**config.mk**
```make
export PLATFORM = sky130hd
export DESIGN_NAME = eee_mmd_regs
export DESIGN_NICKNAME = d
export VERILOG_FILES = /design/src/pkg/eee_mmd_pkg.sv /design/src/rtl/latch_status_bit.sv /design/src/rtl/wake_fault_counter.sv /design/src/rtl/eee_mmd_regs.sv
export SDC_FILE = /design/constraint.sdc
export NUM_CORES = 1
export LEC_CHECK = 0
export BUFFER_PORTS_ARGS = -buffer_cell sky130_fd_sc_hd__buf_2
export CAP_MARGIN = 20
export CELL_PAD_IN_SITES_DETAIL_PLACEMENT = 0
export CELL_PAD_IN_SITES_GLOBAL_PLACEMENT = 1
export CORE_MARGIN = 1.5
export CORE_UTILIZATION = 36
export DETAILED_ROUTE_END_ITERATION = 7
export PLACE_DENSITY_LB_ADDON = 0.1
export RECOVER_POWER = 100
export SLEW_MARGIN = 20
export SYNTH_ARGS = -nofsm -noshare
export SYNTH_HDL_FRONTEND = slang
export SYNTH_SLANG_ARGS = --single-unit
```
**constraint.sdc**
```tcl
create_clock -name i_clk -period 2.5 [get_ports i_clk]
set_clock_uncertainty 0.1 [all_clocks]
set_input_delay 0.5 -clock i_clk [delete_from_list [all_inputs] [get_ports i_clk]]
set_output_delay 0.5 -clock i_clk [all_outputs]
set_load 0.05 [all_outputs]
```
**src/pkg/eee_mmd_pkg.sv**
```systemverilog
// Constants, field positions and decode for the EEE indirect register bank
`default_nettype none
package eee_mmd_pkg;
   // Management register indices used for indirect access
   localparam logic [4:0]  MII_MMD_CTRL   = 5'h0d;
   localparam logic [4:0]  MII_MMD_DATA   = 5'h0e;
   // Function field of the access control register
   localparam logic [1:0]  FN_ADDR        = 2'h0;
   localparam logic [1:0]  FN_DATA        = 2'h1;
   localparam logic [1:0]  FN_DATA_INC_RW = 2'h2;
   localparam logic [1:0]  FN_DATA_INC_WR = 2'h3;
   localparam int          CTRL_FN_HI     = 15;
   localparam int          CTRL_FN_LO     = 14;
   localparam int          CTRL_DEV_HI    = 4;
   localparam logic [8:0]  CTRL_PAD       = 9'h000;
   // Device numbers
   localparam logic [4:0]  DEV_PMA        = 5'h01;
   localparam logic [4:0]  DEV_PCS        = 5'h03;
   localparam logic [4:0]  DEV_AUTONEG    = 5'h07;
   // Register numbers inside each device
   localparam logic [15:0] ADR_PMA_STAT   = 16'h0001;
   localparam logic [15:0] ADR_TS_CAP     = 16'h0708;
   localparam logic [15:0] ADR_TX_MAX     = 16'h0709;
   localparam logic [15:0] ADR_TX_MIN     = 16'h070b;
   localparam logic [15:0] ADR_RX_MAX     = 16'h070d;
   localparam logic [15:0] ADR_RX_MIN     = 16'h070f;
   localparam logic [15:0] ADR_PCS_STAT   = 16'h0001;
   localparam logic [15:0] ADR_EEE_CAP    = 16'h0014;
   localparam logic [15:0] ADR_WAKE_CNT   = 16'h0016;
   localparam logic [15:0] ADR_ADV        = 16'h003c;
   localparam logic [15:0] ADR_LP_ADV     = 16'h003d;
   // Field positions
   localparam int          BIT_LINK       = 2;
   localparam int          BIT_TX_LPI_HIT = 11;
   localparam int          BIT_RX_LPI_HIT = 10;
   localparam int          BIT_TX_LPI_NOW = 9;
   localparam int          BIT_RX_LPI_NOW = 8;
   localparam int          BIT_EEE_1000   = 2;
   localparam int          BIT_EEE_100    = 1;
   localparam int          BIT_TS_TX      = 0;
   localparam logic [15:0] ADVERT_MASK    = 16'h0006;
   localparam logic [15:0] ZERO16         = 16'h0000;
   localparam logic [15:0] ADDR_STEP      = 16'h0001;
   // Latch kinds: bit set means latch high, clear means latch low
   localparam int          N_LATCH        = 4;
   localparam int          LT_PMA_LINK    = 0;
   localparam int          LT_PCS_LINK    = 1;
   localparam int          LT_TX_LPI      = 2;
   localparam int          LT_RX_LPI      = 3;
   localparam logic [3:0]  LATCH_HIGH_MAP = 4'hc;

   typedef enum logic [3:0] {
      SEL_NONE, SEL_PMA_STAT, SEL_TS_CAP, SEL_TX_MAX, SEL_TX_MIN, SEL_RX_MAX,
      SEL_RX_MIN, SEL_PCS_STAT, SEL_EEE_CAP, SEL_WAKE_CNT, SEL_ADV, SEL_LP_ADV
   } reg_sel_t;

   function automatic reg_sel_t decode_sel(input logic [4:0] dev, input logic [15:0] adr);
      reg_sel_t s;
      s = SEL_NONE;
      if (dev == DEV_PMA) begin
         if (adr == ADR_PMA_STAT) s = SEL_PMA_STAT;
         if (adr == ADR_TS_CAP) s = SEL_TS_CAP;
         if (adr == ADR_TX_MAX) s = SEL_TX_MAX;
         if (adr == ADR_TX_MIN) s = SEL_TX_MIN;
         if (adr == ADR_RX_MAX) s = SEL_RX_MAX;
         if (adr == ADR_RX_MIN) s = SEL_RX_MIN;
      end else if (dev == DEV_PCS) begin
         if (adr == ADR_PCS_STAT) s = SEL_PCS_STAT;
         if (adr == ADR_EEE_CAP) s = SEL_EEE_CAP;
         if (adr == ADR_WAKE_CNT) s = SEL_WAKE_CNT;
      end else if (dev == DEV_AUTONEG) begin
         if (adr == ADR_ADV) s = SEL_ADV;
         if (adr == ADR_LP_ADV) s = SEL_LP_ADV;
      end
      return s;
   endfunction
endpackage
`default_nettype wire

```
**src/rtl/latch_status_bit.sv**
```systemverilog
// One latching status bit, latch-low or latch-high, re-armed by a read
`default_nettype none
module latch_status_bit #(
   parameter bit LATCH_HIGH = 1'b0
) (
   input  wire logic i_clk,
   input  wire logic i_srst,
   input  wire logic i_live,
   input  wire logic i_read_clr,
   output logic      o_latched
);
   logic event_hit;
   assign event_hit = LATCH_HIGH ? i_live : !i_live;

   always_ff @(posedge i_clk) begin
      if (i_srst) begin
         o_latched <= 1'b0;
      end else if (i_read_clr) begin
         // Re-arm to the live value; an event in this cycle is kept
         o_latched <= i_live;
      end else if (event_hit) begin
         o_latched <= LATCH_HIGH;
      end
   end
endmodule
`default_nettype wire

```
**src/rtl/wake_fault_counter.sv**
```systemverilog
// Saturating wake fault counter, cleared by a read or by reset
`default_nettype none
module wake_fault_counter #(
   parameter int WIDTH = 16
) (
   input  wire logic             i_clk,
   input  wire logic             i_srst,
   input  wire logic             i_fault,
   input  wire logic             i_read_clr,
   output logic      [WIDTH-1:0] o_count
);
   localparam logic [WIDTH-1:0] CNT_ZERO = '0;
   localparam logic [WIDTH-1:0] CNT_ONE  = WIDTH'(1);
   localparam logic [WIDTH-1:0] CNT_MAX  = '1;

   always_ff @(posedge i_clk) begin
      if (i_srst) begin
         o_count <= CNT_ZERO;
      end else if (i_read_clr) begin
         // A fault in the read cycle counts toward the next read
         o_count <= i_fault ? CNT_ONE : CNT_ZERO;
      end else if (i_fault && o_count != CNT_MAX) begin
         o_count <= o_count + CNT_ONE;
      end
   end
endmodule
`default_nettype wire

```
**src/rtl/eee_mmd_regs.sv**
```systemverilog
// EEE and delay register bank reached through the indirect MMD registers
`default_nettype none
module eee_mmd_regs
   import eee_mmd_pkg::*;
#(
   parameter bit          EEE_1000_CAPABLE = 1'b1,
   parameter bit          EEE_100_CAPABLE  = 1'b1,
   parameter bit          TS_TX_CAPABLE    = 1'b1,
   parameter logic [15:0] TX_DELAY_MAX     = 16'h0000,
   parameter logic [15:0] TX_DELAY_MIN     = 16'h0000,
   parameter logic [15:0] RX_DELAY_MAX     = 16'h0000,
   parameter logic [15:0] RX_DELAY_MIN     = 16'h0000
) (
   input  wire logic        i_clk,
   input  wire logic        i_srst,
   input  wire logic        i_soft_rst,
   input  wire logic [4:0]  i_reg_addr,
   input  wire logic        i_reg_wr,
   input  wire logic        i_reg_rd,
   input  wire logic [15:0] i_reg_wdata,
   output logic      [15:0] o_reg_rdata,
   output logic             o_reg_ack,
   input  wire logic        i_link_up,
   input  wire logic        i_pma_link_up,
   input  wire logic        i_pcs_link_up,
   input  wire logic        i_tx_lpi,
   input  wire logic        i_rx_lpi,
   input  wire logic        i_wake_fault,
   input  wire logic        i_autoneg_done,
   input  wire logic [15:0] i_partner_advert,
   output logic      [15:0] o_local_advert
);
   logic             rst_any;
   logic [1:0]       ctrl_fn_r;
   logic [4:0]       ctrl_dev_r;
   logic [15:0]      mmd_addr_r;
   logic [15:0]      adv_r;
   logic [15:0]      link_partner_adv_r;
   logic [15:0]      wake_count;
   logic [15:0]      rd_val;
   logic [15:0]      rdata_nxt;
   logic             wr_any;
   logic             rd_any;
   logic             ctrl_wr;
   logic             addr_wr;
   logic             data_wr;
   logic             data_rd;
   logic             step_addr;
   logic             pma_stat_rd;
   logic             pcs_stat_rd;
   logic             wake_cnt_rd;
   reg_sel_t         sel;
   logic [N_LATCH-1:0] latch_live;
   logic [N_LATCH-1:0] latch_clr;
   logic [N_LATCH-1:0] latch_q;

   // Hardware and software reset clear the whole bank alike
   assign rst_any = i_srst | i_soft_rst;

   // A write wins over a read offered in the same cycle
   assign wr_any  = i_reg_wr;
   assign rd_any  = i_reg_rd & ~i_reg_wr;
   assign ctrl_wr = wr_any && i_reg_addr == MII_MMD_CTRL;
   assign addr_wr = wr_any && i_reg_addr == MII_MMD_DATA && ctrl_fn_r == FN_ADDR;
   assign data_wr = wr_any && i_reg_addr == MII_MMD_DATA && ctrl_fn_r != FN_ADDR;
   assign data_rd = rd_any && i_reg_addr == MII_MMD_DATA && ctrl_fn_r != FN_ADDR;
   assign step_addr = (ctrl_fn_r == FN_DATA_INC_RW && (data_wr || data_rd))
                    || (ctrl_fn_r == FN_DATA_INC_WR && data_wr);

   assign sel = decode_sel(ctrl_dev_r, mmd_addr_r);

   // Access control: function and device number
   always_ff @(posedge i_clk) begin
      if (rst_any) begin
         ctrl_fn_r  <= FN_ADDR;
         ctrl_dev_r <= DEV_PMA;
      end else if (ctrl_wr) begin
         ctrl_fn_r  <= i_reg_wdata[CTRL_FN_HI:CTRL_FN_LO];
         ctrl_dev_r <= i_reg_wdata[CTRL_DEV_HI:0];
      end
   end

   // Register number inside the selected device
   always_ff @(posedge i_clk) begin
      if (rst_any) begin
         mmd_addr_r <= ZERO16;
      end else if (addr_wr) begin
         mmd_addr_r <= i_reg_wdata;
      end else if (step_addr) begin
         mmd_addr_r <= mmd_addr_r + ADDR_STEP;
      end
   end

   // Local advertisement; only the two capability bits are stored
   always_ff @(posedge i_clk) begin
      if (rst_any) begin
         adv_r <= ZERO16;
      end else if (data_wr && sel == SEL_ADV) begin
         adv_r <= i_reg_wdata & ADVERT_MASK;
      end
   end
   assign o_local_advert = adv_r;

   // Partner advertisement follows autonegotiation only, never the bus
   always_ff @(posedge i_clk) begin
      if (rst_any) begin
         link_partner_adv_r <= ZERO16;
      end else if (i_autoneg_done) begin
         link_partner_adv_r <= i_partner_advert & ADVERT_MASK;
      end
   end

   // Latching status bits, re-armed to the live value by a read of their word
   assign latch_live[LT_PMA_LINK] = i_pma_link_up;
   assign latch_live[LT_PCS_LINK] = i_pcs_link_up;
   assign latch_live[LT_TX_LPI]   = i_tx_lpi;
   assign latch_live[LT_RX_LPI]   = i_rx_lpi;
   // Data reads that have side effects on latches or the counter
   assign pma_stat_rd = data_rd && sel == SEL_PMA_STAT;
   assign pcs_stat_rd = data_rd && sel == SEL_PCS_STAT;
   assign wake_cnt_rd = data_rd && sel == SEL_WAKE_CNT;
   assign latch_clr[LT_PMA_LINK]  = pma_stat_rd;
   assign latch_clr[LT_PCS_LINK]  = pcs_stat_rd;
   assign latch_clr[LT_TX_LPI]    = pcs_stat_rd;
   assign latch_clr[LT_RX_LPI]    = pcs_stat_rd;

   genvar gi;
   generate
      for (gi = 0; gi < N_LATCH; gi++) begin : g_latch
         latch_status_bit #(
            .LATCH_HIGH (LATCH_HIGH_MAP[gi])
         ) u_latch (
            .i_clk      (i_clk),
            .i_srst     (rst_any),
            .i_live     (latch_live[gi]),
            .i_read_clr (latch_clr[gi]),
            .o_latched  (latch_q[gi])
         );
      end
   endgenerate

   wake_fault_counter #(
      .WIDTH (16)
   ) u_wake_cnt (
      .i_clk      (i_clk),
      .i_srst     (rst_any),
      .i_fault    (i_wake_fault),
      .i_read_clr (wake_cnt_rd),
      .o_count    (wake_count)
   );

   // Read value of the selected register; unmapped reads give zero
   always_comb begin
      rd_val = ZERO16;
      unique case (sel)
         SEL_NONE: rd_val = ZERO16;
         SEL_PMA_STAT: rd_val[BIT_LINK] = latch_q[LT_PMA_LINK];
         SEL_TS_CAP: rd_val[BIT_TS_TX] = TS_TX_CAPABLE & i_link_up;
         SEL_TX_MAX: rd_val = i_link_up ? TX_DELAY_MAX : ZERO16;
         SEL_TX_MIN: rd_val = i_link_up ? TX_DELAY_MIN : ZERO16;
         SEL_RX_MAX: rd_val = i_link_up ? RX_DELAY_MAX : ZERO16;
         SEL_RX_MIN: rd_val = i_link_up ? RX_DELAY_MIN : ZERO16;
         SEL_PCS_STAT: begin
            rd_val[BIT_TX_LPI_HIT] = latch_q[LT_TX_LPI];
            rd_val[BIT_RX_LPI_HIT] = latch_q[LT_RX_LPI];
            rd_val[BIT_TX_LPI_NOW] = i_tx_lpi;
            rd_val[BIT_RX_LPI_NOW] = i_rx_lpi;
            rd_val[BIT_LINK]       = latch_q[LT_PCS_LINK];
         end
         SEL_EEE_CAP: begin
            rd_val[BIT_EEE_1000] = EEE_1000_CAPABLE;
            rd_val[BIT_EEE_100]  = EEE_100_CAPABLE;
         end
         SEL_WAKE_CNT: rd_val = wake_count;
         SEL_ADV: rd_val = adv_r;
         SEL_LP_ADV: rd_val = link_partner_adv_r;
      endcase
   end

   // Management read data: only registers 13 and 14 answer
   always_comb begin
      rdata_nxt = ZERO16;
      if (i_reg_addr == MII_MMD_CTRL) begin
         rdata_nxt = {ctrl_fn_r, CTRL_PAD, ctrl_dev_r};
      end else if (i_reg_addr == MII_MMD_DATA) begin
         rdata_nxt = (ctrl_fn_r == FN_ADDR) ? mmd_addr_r : rd_val;
      end
   end

   always_ff @(posedge i_clk) begin
      if (rst_any) begin
         o_reg_rdata <= ZERO16;
      end else if (rd_any) begin
         o_reg_rdata <= rdata_nxt;
      end
   end

   always_ff @(posedge i_clk) begin
      if (rst_any) begin
         o_reg_ack <= 1'b0;
      end else begin
         o_reg_ack <= rd_any | wr_any;
      end
   end
endmodule
`default_nettype wire

```
==> impl_table.tex <==
\begin{tabular}{lr}
\hline
Metric & Value \\
\hline
\multicolumn{2}{l}{\textbf{Worst setup path}} \\
Class of the most critical setup path & flip-flop to flip-flop \\
Critical path buffer and inverter count & 0 \\
Number of cells on the critical path & 6 \\
CP delay by family, top & simple AND/OR/NAND/NOR gates \\
Data arrival at the endpoint of the critical path & 2.70 ns \\
Kind of launch point of the worst setup path & flip-flop \\
Crit-path slowest cell & or4\_4 \\
Max Fanout on Critical Path & 8 \\
R2r startpoint & mmd\_addr\_r[3]\$\_SDFFE\_PP0P\_ \\
Capturing point of the worst reg2reg path & u\_wake\_cnt.o\_count[2]\$\_SDFFE\_PP0P\_ \\
Reg-to-reg setup timing slack & -0.007 ns \\
Reg2Reg Depth & 6 \\
Worst Setup End Kind & flip-flop \\
Required time of the critical path & 2.69 ns \\
Delay of the slowest cell on the worst path & 0.54 ns \\
Series of cell instances along the critical path & or4\_4 -> or4b\_4 -> o22ai\_4 -> a41oi\_4 -> or3b\_1 -> a21oi\_1 \\
\multicolumn{2}{l}{\textbf{Power}} \\
Power density relative to cell area & 496 nW/um\^{}2 \\
LEAKAGE & 1.81 nW \\
Proportion of total power due to net switching & 0.250 \\
Sequential power share & 0.435 \\
Sw Pwr & 0.000592 W \\
Combinational power share & 0.077 \\
Internal Power & 0.00177 W \\
Clock network fraction of design power & 0.487 \\
VDD IR max & 0.354 mV \\
\multicolumn{2}{l}{\textbf{GRT}} \\
Met1 track demand over resource in global routing & 0.295 \\
Vias in the first global route & 3,579 \\
Met3 Resource Use GR & 0.0426 \\
Maximum number of pins on one net before global-route repair & 40 \\
GRT Total Usage & 0.225 \\
Grt peak-use layer & met2 \\
Met2 Resource Use GR & 0.384 \\
Wire length of the first global-routing pass & 18,900 um \\
Residual overflow from global routing & 0 \\
Number of antenna violations at the first check in global routing & 0 \\
\multicolumn{2}{l}{\textbf{STA}} \\
Max\_slew headroom & 0.439 \\
Period utilisation layout & 1.00 \\
Number of hold violations in the final report & 0 \\
Actual slew at the worst max-slew pin & 0.842 ns \\
Setup repair after global routing missed its margin & true \\
Worst setup margin & -0.00726 ns \\
Min Clock Period, post-route & 2.51 ns \\
Number of max-slew violations in the final report & 0 \\
Highest achievable clock rate & 0.399 GHz \\
Setup TNS & -0.0127 ns \\
Final setup violation count & 2 \\
\multicolumn{2}{l}{\textbf{Die}} \\
Die Span X & 104 um \\
Die ar. & 10,800 um\^{}2 \\
Floorplan core area & 9820 um\^{}2 \\
Die extent in y & 104 um \\
Initial standard-cell utilization of the core & 0.373 \\
Num rows & 36 \\
Count of pins on the block boundary & 82 \\
\multicolumn{2}{l}{\textbf{Min path}} \\
Hold-critical path endpoint & g\_latch[1].u\_latch.o\_latched\$\_SDFFE\_PP0P\_ \\
Worst hold path stage count & 3 \\
Startpoint of the tightest hold check path & i\_pcs\_link\_up \\
Worst hold path class & input pin to flip-flop \\
\multicolumn{2}{l}{\textbf{Route}} \\
DRC errors left & 0 \\
Routed wire length & 12,000 um \\
Via Count & 3,840 \\
Total iterations of the first detailed-routing run & 5 \\
First DRT Iteration DRCs & 147 \\
Count of antenna-violating nets left after detailed routing & 0 \\
Detailed-route vias per instance & 5.30 \\
Detailed-route wire length per cell & 16.6 um \\
\multicolumn{2}{l}{\textbf{Yosys}} \\
Async S/R FF share, synth & 0 \\
Sequential fraction of the synthesis area & 0.350 \\
Number of flops mapped to enable cells by yosys & 0 \\
Leading post-synthesis cells by cell area & dfxtp\_1 (35\%), nor2\_1 (6.5\%), a21oi\_1 (6.4\%) \\
Cell type contributing the most total cell area after synthesis & dfxtp\_1 \\
Main synth FF type & dfxtp\_1 \\
Synth top area share & 0.350 \\
Flip-flop and latch count after synthesis & 64 \\
Number of distinct library cells after synthesis & 61 \\
Post-Syn Instances & 476 \\
Syn avg cell area & 7.70 um\^{}2 \\
Yosys synthesis warning count & 0 \\
Total standard cell area after synthesis & 3660 um\^{}2 \\
\multicolumn{2}{l}{\textbf{Placed design}} \\
Port Buffers & 53 \\
Gpl congestion & 0.879 \\
Post-place setup slack & -0.0664 ns \\
HPWL Detailed & 9060 um \\
\multicolumn{2}{l}{\textbf{Finish}} \\
Layout cell share with drive strength beyond 1 & 0.255 \\
Most common cell after layout, fill and taps aside & buf\_4 \\
Layout net count & 641 \\
Antenna cell count & 0 \\
Commonest cells after routing, fill and taps aside & buf\_4 (73), nor2\_1 (63), dfxtp\_1 (60), nand2\_1 (46), a21oi\_1 (46) \\
Synthesis-to-layout area growth & 30.4\% \\
\multicolumn{2}{l}{\textbf{Status}} \\
Violations in the final reports & setup timing \\
Run status & finished with violations \\
\multicolumn{2}{l}{\textbf{Clock tree}} \\
Clock input transition at the sequential cells of the worst setup and hold paths & 0.08 ns \\
Maximum level of the CTS H-tree & 3 \\
CTS sink count & 64 \\
Root buffer cell & clkbuf\_8 \\
Clock tree from TritonCTS & built \\
Number of buffers created by CTS & 9 \\
Number of buffers between clock root and the deepest sink & 2 \\
Source-to-sink clock delay at the later pin of the worst-skew pair & 0.35 ns \\
\multicolumn{2}{l}{\textbf{Flow run}} \\
Max Cap Viol & 0 \\
\hline
\end{tabular}
worst register-to-register path, delay by kind of cell, from the launching register on:
family,cells,cell delay [ns]
DFF,1,0.32
and+or+nand+nor,3,1.45
AOI/OAI and AO/OA,3,0.59
per-stage QoR:
stage / hold slack (ns) / area [um^2] / power [W] / util / cells
finish: 0.255 / 4780 / 0.00237 / 0.486 / 725
CTS: 0.249 / 4750 / 0.00240 / 0.484 / 721
floorplan: 0.351 / 3720 / 0.00118 / - / 489
detailed placement: 0.376 / 4460 / 0.00124 / 0.455 / 705
global placement: 0.369 / 4460 / 0.00124 / 0.455 / 705
global route: 0.256 / 4780 / 0.00246 / 0.486 / 725
cells by family after synthesis:
family / after synthesis / synth area share
DFF: 64 / 0.350
xor gates and xnor gates: 14 / 0.0335
adders and majority gates: 5 / 0.0171
muxes: 4 / 0.0109
AOI/OAI and AO/OA: 110 / 0.197
and+or+nand+nor: 222 / 0.313
other: 1 / 0.00102
buffers and inverters: 56 / 0.0772
registers in the layout, indices dropped and copies added, names as in the netlist:
name,cells
mmd_addr_r,16
o_reg_rdata,16
u_wake_cnt.o_count,16
ctrl_dev_r,5
g_latch.u_latch.o_latched,4
ctrl_fn_r,2
link_partner_adv_r,2
o_local_advert,2
o_reg_ack,1
power by group through the flow:
stage / Clock [W] / Combinational [W] / Sequential [W]
global route: 0.00123 / 0.000196 / 0.00103
floorplan: 0 / 0.000124 / 0.00106
CTS: 0.00118 / 0.000183 / 0.00103
detailed placement: 0 / 0.000182 / 0.00105
global placement: 0 / 0.000181 / 0.00105
finish: 0.00115 / 0.000182 / 0.00103
per-layer routing:
| metal | vias up | share of wire |
|---|---|---|
| li1 | 1914 | - |
| met1 | 1801 | 0.46 |
| met2 | 113 | 0.48 |
| met3 | 12 | 0.048 |
| met4 | 0 | 0.0095 |
| met5 | - | 0 |
cell type report:
| cell class | instances | area (um^2) |
|---|---|---|
| repair buffers | 131 | 811 |
| flip-flops and latches | 64 | 1290 |
| well taps | 133 | 166 |
| fillers | 1060 | 5040 |
| clock buffers | 10 | 138 |
| multi-input cells | 369 | 2220 |
| inverters | 12 | 45.0 |
| clock inverters | 6 | 115 |
how the worst max path moves through the flow:
stage,start,to,slack [ns]
3_5_place_dp,mmd_addr_r[14]$_SDFFE_PP0P_,o_local_advert[2]$_SDFFE_PP0P_,-0.07
3_3_place_gp,mmd_addr_r[14]$_SDFFE_PP0P_,o_local_advert[1]$_SDFFE_PP0P_,-0.08
5_1_grt,mmd_addr_r[6]$_SDFFE_PP0P_,u_wake_cnt.o_count[2]$_SDFFE_PP0P_,-0.11
4_1_cts,mmd_addr_r[3]$_SDFFE_PP0P_,o_local_advert[2]$_SDFFE_PP0P_,-0.01
6_report,mmd_addr_r[3]$_SDFFE_PP0P_,u_wake_cnt.o_count[2]$_SDFFE_PP0P_,-0.007
2_1_floorplan,mmd_addr_r[8]$_SDFFE_PP0P_,u_wake_cnt.o_count[2]$_SDFFE_PP0P_,-0.02
cells in the mapped netlist (2+ instances only):
master    instances
xnor2_1           8
nor2b_1           3
nor3_1           13
buf_6             2
a31oi_1           5
or2_2             2
dfxtp_1          64
or4_1             2
and3b_1           3
ha_1              5
o22ai_1           2
nor4_1            5
a311oi_1          6
nand2_1          47
o211ai_1          4
nand4_1          13
and3_1            4
mux2i_1           4
or3_1            10
a21oi_1          47
nor2_1           63
nand3_1          34
a221oi_1          8
o21ai_0          16
inv_1            12
nor4_2            2
a32oi_1           2
buf_2             3
nand2b_1          3
xor2_1            6
and2_1            5
clkbuf_1         23
and4_1            3
a211oi_1          6
buf_4            14
o31ai_1           2
repair_timing:
| item | in CTS | in global routing |
|---|---|---|
| pin swaps | 4 | 5 |
| endpoints found under the setup margin | 8 | 11 |
| hold buffers | 0 | 0 |
| resized for setup | 6 | 12 |
| buffers inserted | 0 | 4 |
Power figures use the tool's default switching activity.
